$ cat src/core/voice_port_pkg.sv
// Shared constants and types of the voice synthesis host and memory port.
package voice_port_pkg;

  // ----------------------------------------------------------------------
  // Widths
  // ----------------------------------------------------------------------
  localparam int HOST_W = 8;
  localparam int MEM_CAPACITY_MBIT = 128;
  localparam int MEM_DATA_W = 8;
  localparam int MEM_ADDR_W = $clog2(MEM_CAPACITY_MBIT * 1024 * 1024
                                     / MEM_DATA_W);
  localparam int CHANNELS = 8;
  localparam int BANK_W = 4;
  localparam int PHRASES = 256;
  localparam int PHRASE_W = $clog2(PHRASES);
  localparam int DA_W = 14;
  localparam int SER_CNT_W = 3;
  localparam logic [SER_CNT_W-1:0] SER_LAST_BIT = 3'h7;

  // ----------------------------------------------------------------------
  // Shared host pin positions in serial mode
  // ----------------------------------------------------------------------
  localparam int PIN_SER_DATA = 7;
  localparam int PIN_SER_CLK = 6;
  localparam int PIN_SER_STATUS = 5;
  localparam int PIN_BANK_SEL = 4;
  localparam logic [HOST_W-1:0] SER_OUT_MASK = 8'h2f;

  // ----------------------------------------------------------------------
  // Layout of the synchronised input vector
  // ----------------------------------------------------------------------
  localparam int SYNC_W = 16;
  localparam int SY_DATA = 0;
  localparam int SY_RESET_N = 8;
  localparam int SY_SERIAL = 9;
  localparam int SY_CS_N = 10;
  localparam int SY_WR_N = 11;
  localparam int SY_RD_N = 12;
  localparam int SY_CMD = 13;
  localparam int SY_STAT_TYPE = 14;
  localparam int SY_MEM_SEL_N = 15;
  localparam logic [SYNC_W-1:0] SYNC_RST_VAL = 16'hbc00;

  // ----------------------------------------------------------------------
  // Reset values and types
  // ----------------------------------------------------------------------
  localparam logic [HOST_W-1:0] BYTE_RST = 8'h00;
  localparam logic [MEM_ADDR_W-1:0] ADDR_RST = 24'h000000;
  localparam logic [DA_W-1:0] DA_GND = 14'h0000;

  typedef enum logic {
    MODE_PARALLEL = 1'b0,
    MODE_SERIAL = 1'b1
  } mode_type;

  typedef struct packed {
    logic is_sub;
    logic [HOST_W-1:0] value;
  } host_cmd_type;

  typedef struct packed {
    logic [CHANNELS-1:0] busy;
    logic [CHANNELS-1:0] accept;
  } chan_status_type;

endpackage

$ cat src/core/pin_sync.sv
// Two-stage synchroniser with edge detection for a vector of pins.
`timescale 1ns/1ps
module pin_sync #(
  parameter int W = 1,
  parameter logic [W-1:0] RST_VAL = '0
) (
  input wire logic clk,
  input wire logic rst,
  input wire logic [W-1:0] pin,
  output logic [W-1:0] level,
  output logic [W-1:0] rise,
  output logic [W-1:0] fall
);

  logic [W-1:0] meta_q;
  logic [W-1:0] meta_d;
  logic [W-1:0] sync_q;
  logic [W-1:0] sync_d;
  logic [W-1:0] prev_q;
  logic [W-1:0] prev_d;

  always_comb begin
    meta_d = pin;
    sync_d = meta_q;
    prev_d = sync_q;
  end

  always_ff @(posedge clk) begin
    if (rst) begin
      meta_q <= RST_VAL;
      sync_q <= RST_VAL;
      prev_q <= RST_VAL;
    end else begin
      meta_q <= meta_d;
      sync_q <= sync_d;
      prev_q <= prev_d;
    end
  end

  assign level = sync_q;
  assign rise = sync_q & ~prev_q;
  assign fall = ~sync_q & prev_q;

endmodule

$ cat src/core/voice_host_port.sv
// Host interface and voice memory pin logic of the voice synthesis device.
`timescale 1ns/1ps
// Operation
// - Memory address and enable driven while select low, else floated.
// - 24 address and 8 data lines reach 128 Mbits of memory.
// - Select pin marks each byte: high subcommand, low command.
// - Write strobes while chip select is high are ignored.
// - Strap high selects serial host mode, low selects parallel mode.
// - Parallel pins take data when writing, drive status when reading.
// - Serial mode takes command bits on shared bit-7 pin.
// - Host gives serial clock on bit-6 pin; device shifts data with it.
// - Serial mode drives channel status serially on bit-5 pin.
// - Bit-4 pin selects bank: high channels 8-5, low channels 4-1.
// - Status type pin high reports accept, low reports busy.
// - Reset low clears state, stops oscillator, grounds both D/A outputs.
// - A written phrase selection is an eight-bit index of 256 phrases.
// - Eight channels each keep a status indication for host readback.
module voice_host_port
  import voice_port_pkg::*;
(
  input wire logic CLK,
  input wire logic RST,
  input wire logic RESET_N,
  input wire logic SERIAL,
  input wire logic CS_N,
  input wire logic WR_N,
  input wire logic RD_N,
  input wire logic CMD,
  input wire logic STATUS_TYPE_SELECT,
  input wire logic [voice_port_pkg::HOST_W-1:0] HOST_DATA_IN,
  output logic [voice_port_pkg::HOST_W-1:0] HOST_DATA_OUT,
  output logic [voice_port_pkg::HOST_W-1:0] HOST_DATA_OE,
  input wire logic MEM_PORT_SELECT_N,
  output logic [voice_port_pkg::MEM_ADDR_W-1:0] VOICE_MEM_ADDR,
  output logic VOICE_MEM_ADDR_OE,
  output logic MEM_OUTPUT_ENABLE_N,
  output logic MEM_OUTPUT_ENABLE_OE,
  input wire logic [voice_port_pkg::MEM_DATA_W-1:0] VOICE_MEM_DATA,
  input wire logic [voice_port_pkg::MEM_ADDR_W-1:0] MEM_ADDR_REQ,
  input wire logic MEM_READ_REQ,
  output logic [voice_port_pkg::MEM_DATA_W-1:0] MEM_DATA_Q,
  input wire voice_port_pkg::chan_status_type CHAN_STATUS,
  output voice_port_pkg::host_cmd_type CMD_OUT,
  output logic CMD_VALID,
  output logic [voice_port_pkg::PHRASE_W-1:0] PHRASE_INDEX,
  input wire logic [voice_port_pkg::DA_W-1:0] DA_LEFT_IN,
  input wire logic [voice_port_pkg::DA_W-1:0] DA_RIGHT_IN,
  output logic [voice_port_pkg::DA_W-1:0] DA_LEFT,
  output logic [voice_port_pkg::DA_W-1:0] DA_RIGHT,
  output logic OSC_RUN,
  output logic SERIAL_MODE
);
  import voice_port_pkg::*;

  // ----------------------------------------------------------------------
  // Helpers
  // ----------------------------------------------------------------------
  function automatic logic [CHANNELS-1:0] pick_status(
    input logic accept_sel,
    input chan_status_type st
  );
    pick_status = accept_sel ? st.accept : st.busy;
  endfunction

  function automatic logic [BANK_W-1:0] pick_bank(
    input logic upper,
    input logic [CHANNELS-1:0] st
  );
    pick_bank = upper ? st[CHANNELS-1:BANK_W] : st[BANK_W-1:0];
  endfunction

  // ----------------------------------------------------------------------
  // Input synchronisation
  // ----------------------------------------------------------------------
  logic [SYNC_W-1:0] sy_level;
  logic [SYNC_W-1:0] sy_rise;
  logic [SYNC_W-1:0] sy_fall;

  pin_sync #(
    .W(SYNC_W),
    .RST_VAL(SYNC_RST_VAL)
  ) u_sync (
    .clk(CLK),
    .rst(RST),
    .pin({MEM_PORT_SELECT_N, STATUS_TYPE_SELECT, CMD, RD_N, WR_N, CS_N,
          SERIAL, RESET_N, HOST_DATA_IN}),
    .level(sy_level),
    .rise(sy_rise),
    .fall(sy_fall)
  );

  logic [MEM_DATA_W-1:0] mdata_meta_q;
  logic [MEM_DATA_W-1:0] mdata_q;

  logic core_rst;
  logic [HOST_W-1:0] pin_data;
  logic cs_low;
  logic ser_clk_rise;
  logic ser_clk_fall;
  logic [CHANNELS-1:0] status_sel;

  assign core_rst = RST | ~sy_level[SY_RESET_N];
  assign pin_data = sy_level[SY_DATA +: HOST_W];
  assign cs_low = ~sy_level[SY_CS_N];
  assign ser_clk_rise = sy_rise[SY_DATA + PIN_SER_CLK];
  assign ser_clk_fall = sy_fall[SY_DATA + PIN_SER_CLK];
  assign status_sel = pick_status(sy_level[SY_STAT_TYPE],
                                  CHAN_STATUS);

  // ----------------------------------------------------------------------
  // Mode strap, caught while the device is held in reset
  // ----------------------------------------------------------------------
  mode_type mode_q;
  mode_type mode_d;

  always_comb begin
    mode_d = mode_q;
    if (core_rst) begin
      mode_d = sy_level[SY_SERIAL] ? MODE_SERIAL : MODE_PARALLEL;
    end
  end

  // ----------------------------------------------------------------------
  // Host command capture
  // ----------------------------------------------------------------------
  logic [HOST_W-1:0] shift_q;
  logic [HOST_W-1:0] shift_d;
  logic [SER_CNT_W-1:0] cnt_q;
  logic [SER_CNT_W-1:0] cnt_d;
  logic [HOST_W-1:0] so_sh_q;
  logic [HOST_W-1:0] so_sh_d;
  host_cmd_type cmd_q;
  host_cmd_type cmd_d;
  logic valid_q;
  logic valid_d;

  always_comb begin
    shift_d = shift_q;
    cnt_d = cnt_q;
    so_sh_d = so_sh_q;
    cmd_d = cmd_q;
    valid_d = 1'b0;
    unique case (mode_q)
      MODE_PARALLEL: begin
        if (sy_rise[SY_WR_N] && cs_low) begin
          cmd_d.value = pin_data;
          cmd_d.is_sub = sy_level[SY_CMD];
          valid_d = 1'b1;
        end
        cnt_d = '0;
      end
      MODE_SERIAL: begin
        if (!cs_low) begin
          cnt_d = '0;
          so_sh_d = status_sel;
        end else begin
          if (ser_clk_rise) begin
            shift_d = {shift_q[HOST_W-2:0],
                       pin_data[PIN_SER_DATA]};
            cnt_d = cnt_q + 3'h1;
            if (cnt_q == SER_LAST_BIT) begin
              cmd_d.value = {shift_q[HOST_W-2:0], pin_data[PIN_SER_DATA]};
              cmd_d.is_sub = sy_level[SY_CMD];
              valid_d = 1'b1;
            end
          end
          if (ser_clk_fall) begin
            so_sh_d = {so_sh_q[HOST_W-2:0], 1'b0};
          end
        end
      end
    endcase
  end

  // ----------------------------------------------------------------------
  // Host data pins
  // ----------------------------------------------------------------------
  logic [HOST_W-1:0] hout_q;
  logic [HOST_W-1:0] hout_d;
  logic [HOST_W-1:0] hoe;

  always_comb begin
    hout_d = '0;
    hoe = '0;
    unique case (mode_q)
      MODE_PARALLEL: begin
        hout_d = status_sel;
        if (!sy_level[SY_RD_N] && sy_level[SY_WR_N]) begin
          hoe = '1;
        end
      end
      MODE_SERIAL: begin
        hout_d[PIN_SER_STATUS] = so_sh_q[HOST_W-1];
        hout_d[BANK_W-1:0] = pick_bank(pin_data[PIN_BANK_SEL],
                                       status_sel);
        hoe = SER_OUT_MASK;
      end
    endcase
    if (core_rst) begin
      hoe = '0;
    end
  end

  // ----------------------------------------------------------------------
  // Voice memory port and analog side
  // ----------------------------------------------------------------------
  logic [MEM_ADDR_W-1:0] addr_q;
  logic [MEM_ADDR_W-1:0] addr_d;
  logic moe_n_q;
  logic moe_n_d;
  logic [DA_W-1:0] dal_q;
  logic [DA_W-1:0] dal_d;
  logic [DA_W-1:0] dar_q;
  logic [DA_W-1:0] dar_d;

  always_comb begin
    addr_d = MEM_ADDR_REQ;
    moe_n_d = ~MEM_READ_REQ;
    dal_d = DA_LEFT_IN;
    dar_d = DA_RIGHT_IN;
    if (core_rst) begin
      addr_d = ADDR_RST;
      moe_n_d = 1'b1;
      dal_d = DA_GND;
      dar_d = DA_GND;
    end
  end

  // ----------------------------------------------------------------------
  // Registers
  // ----------------------------------------------------------------------
  logic osc_q;

  always_ff @(posedge CLK) begin
    mdata_meta_q <= VOICE_MEM_DATA;
    mdata_q <= mdata_meta_q;
    if (RST) begin
      mode_q <= MODE_PARALLEL;
    end else begin
      mode_q <= mode_d;
    end
    if (core_rst) begin
      shift_q <= BYTE_RST;
      cnt_q <= '0;
      so_sh_q <= BYTE_RST;
      cmd_q <= '0;
      valid_q <= 1'b0;
      hout_q <= BYTE_RST;
      osc_q <= 1'b0;
    end else begin
      shift_q <= shift_d;
      cnt_q <= cnt_d;
      so_sh_q <= so_sh_d;
      cmd_q <= cmd_d;
      valid_q <= valid_d;
      hout_q <= hout_d;
      osc_q <= 1'b1;
    end
    addr_q <= addr_d;
    moe_n_q <= moe_n_d;
    dal_q <= dal_d;
    dar_q <= dar_d;
  end

  assign HOST_DATA_OUT = hout_q;
  assign HOST_DATA_OE = hoe;
  assign VOICE_MEM_ADDR = addr_q;
  assign VOICE_MEM_ADDR_OE = ~sy_level[SY_MEM_SEL_N];
  assign MEM_OUTPUT_ENABLE_N = moe_n_q;
  assign MEM_OUTPUT_ENABLE_OE = ~sy_level[SY_MEM_SEL_N];
  assign MEM_DATA_Q = mdata_q;
  assign CMD_OUT = cmd_q;
  assign CMD_VALID = valid_q;
  assign PHRASE_INDEX = cmd_q.value;
  assign DA_LEFT = dal_q;
  assign DA_RIGHT = dar_q;
  assign OSC_RUN = osc_q;
  assign SERIAL_MODE = (mode_q == MODE_SERIAL);

endmodule

$ cat config.mk
export PLATFORM = sky130hd
export DESIGN_NAME = voice_host_port
export DESIGN_NICKNAME = d
export VERILOG_FILES = /design/src/core/voice_port_pkg.sv /design/src/core/pin_sync.sv /design/src/core/voice_host_port.sv
export SDC_FILE = /design/constraint.sdc
export NUM_CORES = 1
export LEC_CHECK = 0
export BUFFER_PORTS_ARGS = -buffer_cell sky130_fd_sc_hd__buf_2
export CORE_MARGIN = 1
export CORE_UTILIZATION = 37
export DETAILED_ROUTE_END_ITERATION = 10
export GPL_ROUTABILITY_DRIVEN = 0
export HOLD_SLACK_MARGIN = 0.15
export PLACE_DENSITY = 0.65
export SLEW_MARGIN = 15
export SYNTH_ARGS = -nofsm -noshare
export SYNTH_HDL_FRONTEND = slang
export SYNTH_SLANG_ARGS = --single-unit
export TNS_END_PERCENT = 5
$ cat constraint.sdc
create_clock -name CLK -period 3.4 [get_ports CLK]
set_input_delay 0.68 -clock CLK [delete_from_list [all_inputs] [get_ports CLK]]
set_output_delay 0.68 -clock CLK [all_outputs]
set_load 0.1 [all_outputs]
# ---- After elaboration in Yosys (flattened, before gate mapping)
# Index checks and enable logic that the tools add are counted.
dict set report classes {
  n_addsub 1
  n_bitwise 10
  n_reduce_logical 8
  mux 24
  eq_ne 6
}
# op n
set op_table {}
lappend op_table {{two-way mux 8 bit} 5}
lappend op_table {{two-way mux 9 bit} 4}
lappend op_table {{one-hot mux 9 bit (2 select lines)} 1}
lappend op_table {{one-hot mux 8 bit (2 select lines)} 1}
lappend op_table {{bitwise AND 12 bit} 1}
lappend op_table {{NOT 12 bit} 1}
lappend op_table {{one-hot mux 4 bit (2 select lines)} 1}
lappend op_table {{bitwise AND 7 bit} 1}
lappend op_table {{NOT 7 bit} 1}
lappend op_table {{two-way mux 1 bit} 6}
lappend op_table {{two-way mux 3 bit} 2}
lappend op_table {{!= test 2 bit (second input constant)} 3}
lappend op_table {{one-hot mux 3 bit (2 select lines)} 1}
lappend op_table {{NOT 1 bit} 5}
lappend op_table {{two-way mux 4 bit} 1}
lappend op_table {{one-hot mux 1 bit (2 select lines)} 2}
lappend op_table {{AND reduction 4 bit} 1}
lappend op_table {{adder 3 x 1 -> 3 bit (second input constant)} 1}
lappend op_table {{== test 3 bit (second input constant)} 1}
lappend op_table {{!= test 3 x 2 -> 1 bit (second input constant)} 1}
lappend op_table {{AND reduction 3 bit} 1}
lappend op_table {{logical AND 1 bit} 2}
lappend op_table {{!= test 2 x 1 -> 1 bit (second input constant)} 1}
lappend op_table {{AND reduction 2 bit} 1}
lappend op_table {{4 further kinds} 4}
dict set report word_totals {
  register_bits 151
  input_bits 95
  word_cells 68
}

# ---- Longest topological paths before layout
dict set report logic_depth {
  word_depth 5
  depth_mapped 7
  ltp_nobuf 5
}

# ---- Cells and area by module
# Synthesis repeated with hierarchy kept, for this count alone.
dict set report unflattened {
  cells_unflattened 444
  area_unflattened_um2 5094.9
}
# module area_per_inst_um2 cells_each n_inst
set by_module_without_submodules {}
lappend by_module_without_submodules {voice_host_port 3592.2 311 1}
lappend by_module_without_submodules {pin_sync 1502.7 133 1}

# ---- Worst setup path after synthesis
# Ideal clock, no wire load.
dict set report synth_timing {
  path_type {register -> output}
  startpoint {register mode_q (netlist: SERIAL_MODE)}
  endpoint {output HOST_DATA_OE[6] in the netlist's numbering}
  setup_slack_ns -2.468
  arrival_time_ns 5.188
  n_path_buf 3
  path_stages_with_launch 5
  path_cell_list {dfxtp_1 buf_2 buf_2 nor4b_1 buf_4}
}
dict set report synth_between {
  elab_chain_cells 3
}
# item line
set synth_lines {}
lappend synth_lines {{from (decl)} voice_host_port.sv:113} ;# mode_type mode_q;
lappend synth_lines {{from (signal assigned)} voice_host_port.sv:240} ;# mode_q <= mode_d;
lappend synth_lines {{NOT 1 bit} --}
lappend synth_lines {{one-hot mux 8 bit (2 select lines) *} voice_host_port.sv:185} ;# unique case (mode_q)
lappend synth_lines {{two-way mux 8 bit *} voice_host_port.sv:199} ;# if (core_rst) begin
lappend synth_lines {{to (decl)} voice_host_port.sv:32} ;# output logic [voice_port_pkg::HOST_W-1:0] HOST_DATA_OE,
# Every way passes the cells marked *; elsewhere a longest branch is shown, timed or not.

# ---- Final worst setup path
dict set report layout_timing {
  startpoint {input RST}
  endpoint {output HOST_DATA_OE[6] in the netlist's numbering}
}
dict set report layout_between {
  elab_chain_cells 2
}
# item line
set layout_lines {}
lappend layout_lines {{from (decl)} voice_host_port.sv:22} ;# input wire logic RST,
lappend layout_lines {{OR 1 bit} voice_host_port.sv:102} ;# assign core_rst = RST | ~sy_level[SY_RESET_N];
lappend layout_lines {{two-way mux 8 bit} voice_host_port.sv:199}
# Every way passes these cells.

==> impl_metrics.ini <==
[clock_network]
cts_root_buf = clkbuf_16
h-tree-depth = 4
cts_tree = done
path_clk_slew_ps = 50
cts_setup_buffers = 0
cts_made_buffers = 17
cts_buffer_depth = 2
clkSinkCount = 141
cts_resized = 0
worstSkewPairLatency_ps = 410
postCtsHoldBufs = 0

[drt]
vias_per_cell = 4.33
drtPass1Iterations = 7
drt_wl_total_microns = 8800
via_count = 3121
drt-initial-drc-count = 123
drc = 18
postRouteAntennaNets = 0
routedWlPerCell_microns = 12.2

[timing]
slew_violations = 0
max_freq_mhz = 402
hold_violations = 0
min_period_ps = 2490
slew_headroom_pct = 50.0
final.setup.worst_slack_ps = 913
whs_ps = 320
final-setup-viol-count = 0
period_share_pct = 73.1
rsz0062_at_grt = no
worst_pin_slew_ps = 750
skew_ps = 6.83

[setup_path]
cp-end-kind = output port
worstPathRequired_ps = 2720
worstPathCellList = buf_2 > nand2b_1 > nor4b_4 > buf_12
r2r_cells = 5
worstPathArrival_ps = 1810
critPathLaunchType = primary input
critPathSlowestCell = nor4b_4
worstPathMaxFanout = 3
cp_slowest_stage_delay_ps = 540
path_class = in -> out

[finish]
drive_above_1_share_pct = 42.6
n_fill_cell = 1043
final_nets = 663
syn_to_final_growth_pct = 36.3
design_area_sq_um = 6010
instances_no_fill = 721
n_antenna_cell = 0

[placed_design]
dpl.hpwl_microns = 6240
port_buffers = 193
placed_area_sq_um = 5430
dpl_worst_slack_ps = 892
placedCellCount = 690

[die]
die_h_microns = 111
initial_core_util_pct = 38.3
dieArea_sq_um = 12400
die_width_microns = 111
rows = 39
io_pins = 194
coreArea_sq_um = 11500

[synth]
ys_ff_latch = 141
syn_inst = 386
synth_edf_count = 0
yosysSeqAreaShare_pct = 64.0
synthTopCellsByArea = dfxtp_1, and2_1, mux2i_1
ys_warn_count = 0
synthesis.nets = 483
synth_commonest_cells = dfxtp_1, and2_1, nor2b_1
synthesis.area_sq_um = 4410
synth_top_cell_area_share_pct = 64.0
ys_async_sr_fraction_pct = 0
synth_most_common_cell = dfxtp_1
yosys.area.top_type = dfxtp_1
ys_dominant_reg_cell = dfxtp_1
syn_avg_cell_area_sq_um = 11.4
synth_cell_types = 30

[global_routing]
antenna_found_initial = 0
grt_overflow = 0
grt_max_degree = 44
grt_pass1_wl_microns = 13900
track_usage_pct = 14.5
grt_pass1_vias = 2954

[power_and_ir_drop]
peakVddDrop_uv = 315
report.power.total_mw = 3.81
power_density_nw_per_um2 = 634
p_leak_nw = 2.81

[status]
violations = design-rule violations
run_status = finished with violations

[hold_path]
min_path_type = reg -> reg
min_path_cells = 0

[run]
max-cap-violations = 0
-- report_power, final --
part	switching (mW)	internal [mW]	total (mW)
sequential	0.0139	1.69	1.71
combinational	0.198	0.0806	0.278
clock	0.638	1.18	1.82
-- layout make-up --
class | instances | area [sq um] | area share (%)
flip-flops and latches | 141 | 2820 | 47.0
clock buffers | 24 | 472 | 7.85
inverters | 3 | 11.3 | 0.187
clock inverters | 7 | 113 | 1.87
multi-input cells | 206 | 1370 | 22.8
well taps | 143 | 179 | 2.98
repair buffers | 197 | 1040 | 17.3
-- cell usage in the layout (no fill, tap or decap), types with 4 or more instances in the layout --
| master | synthesis | layout |
|---|---|---|
| buf_4 | 16 | 4 |
| nand2_1 | 10 | 10 |
| clkbuf_1 | 11 | 5 |
| a211oi_2 | 8 | 8 |
| nor2_1 | 25 | 24 |
| dfxtp_1 | 141 | 141 |
| o21ai_0 | 14 | 14 |
| or2_2 | 11 | 11 |
| buf_2 | 6 | 190 |
| nor2b_1 | 28 | 28 |
| clkbuf_16 | 0 | 17 |
| mux2i_1 | 25 | 25 |
| and2_1 | 54 | 54 |
| nand3_1 | 8 | 8 |
-- per-layer routing --
metal / vias up / GRT usage, % / share of wire (%)
met5: - / 0 / 0
met4: 0 / 8.11 / 2.0
met3: 9 / 5.90 / 7.5
met2: 117 / 23.9 / 49
met1: 1406 / 15.8 / 42
li1: 1589 / - / -
-- state kept, by name, summed over array words and instances, names as in the netlist, 7 cells and up --
signal / flops
VOICE_MEM_ADDR: 24
u_sync.level: 16
u_sync.meta_q: 16
DA_LEFT: 14
DA_RIGHT: 14
HOST_DATA_OUT: 8
MEM_DATA_Q: 8
PHRASE_INDEX: 8
mdata_meta_q: 8
so_sh_q: 8
shift_q: 7
-- per-stage QoR --
step	utilization, %	setup TNS [ps]
after CTS	52.2	0
after floorplan	-	-205
final	52.2	0
after detailed placement	47.1	0
after global routing	52.2	0
after global placement	47.1	0
-- cell families after synthesis --
logic type,count (synthesis),synth area share [%]
muxes,26,5.93
adders and majority gates,2,0.567
DFF,141,64.0
and+or+nand+nor,145,18.6
buffers and inverters,39,5.36
AOI/OAI and AO/OA,32,5.36
xor gates and xnor gates,1,0.199
-- worst max-delay path: cells and delay by family --
| family | cells | cell delay (ps) |
|---|---|---|
| simple gates | 2 | 770 |
| buf+inv | 2 | 350 |
-- final timing paths --
| kind | from | endpoint | slack [ps] |
|---|---|---|---|
| hold reg to reg | mdata_meta_q[1] | MEM_DATA_Q[1] | 320 |
| setup reg to reg | SERIAL_MODE | PHRASE_INDEX[1] | 990 |
| setup / recovery | RST | HOST_DATA_OE[6] | 910 |
| hold / removal | mdata_meta_q[1] | MEM_DATA_Q[1] | 320 |
No activity file was read; power rests on OpenSTA's default activity.
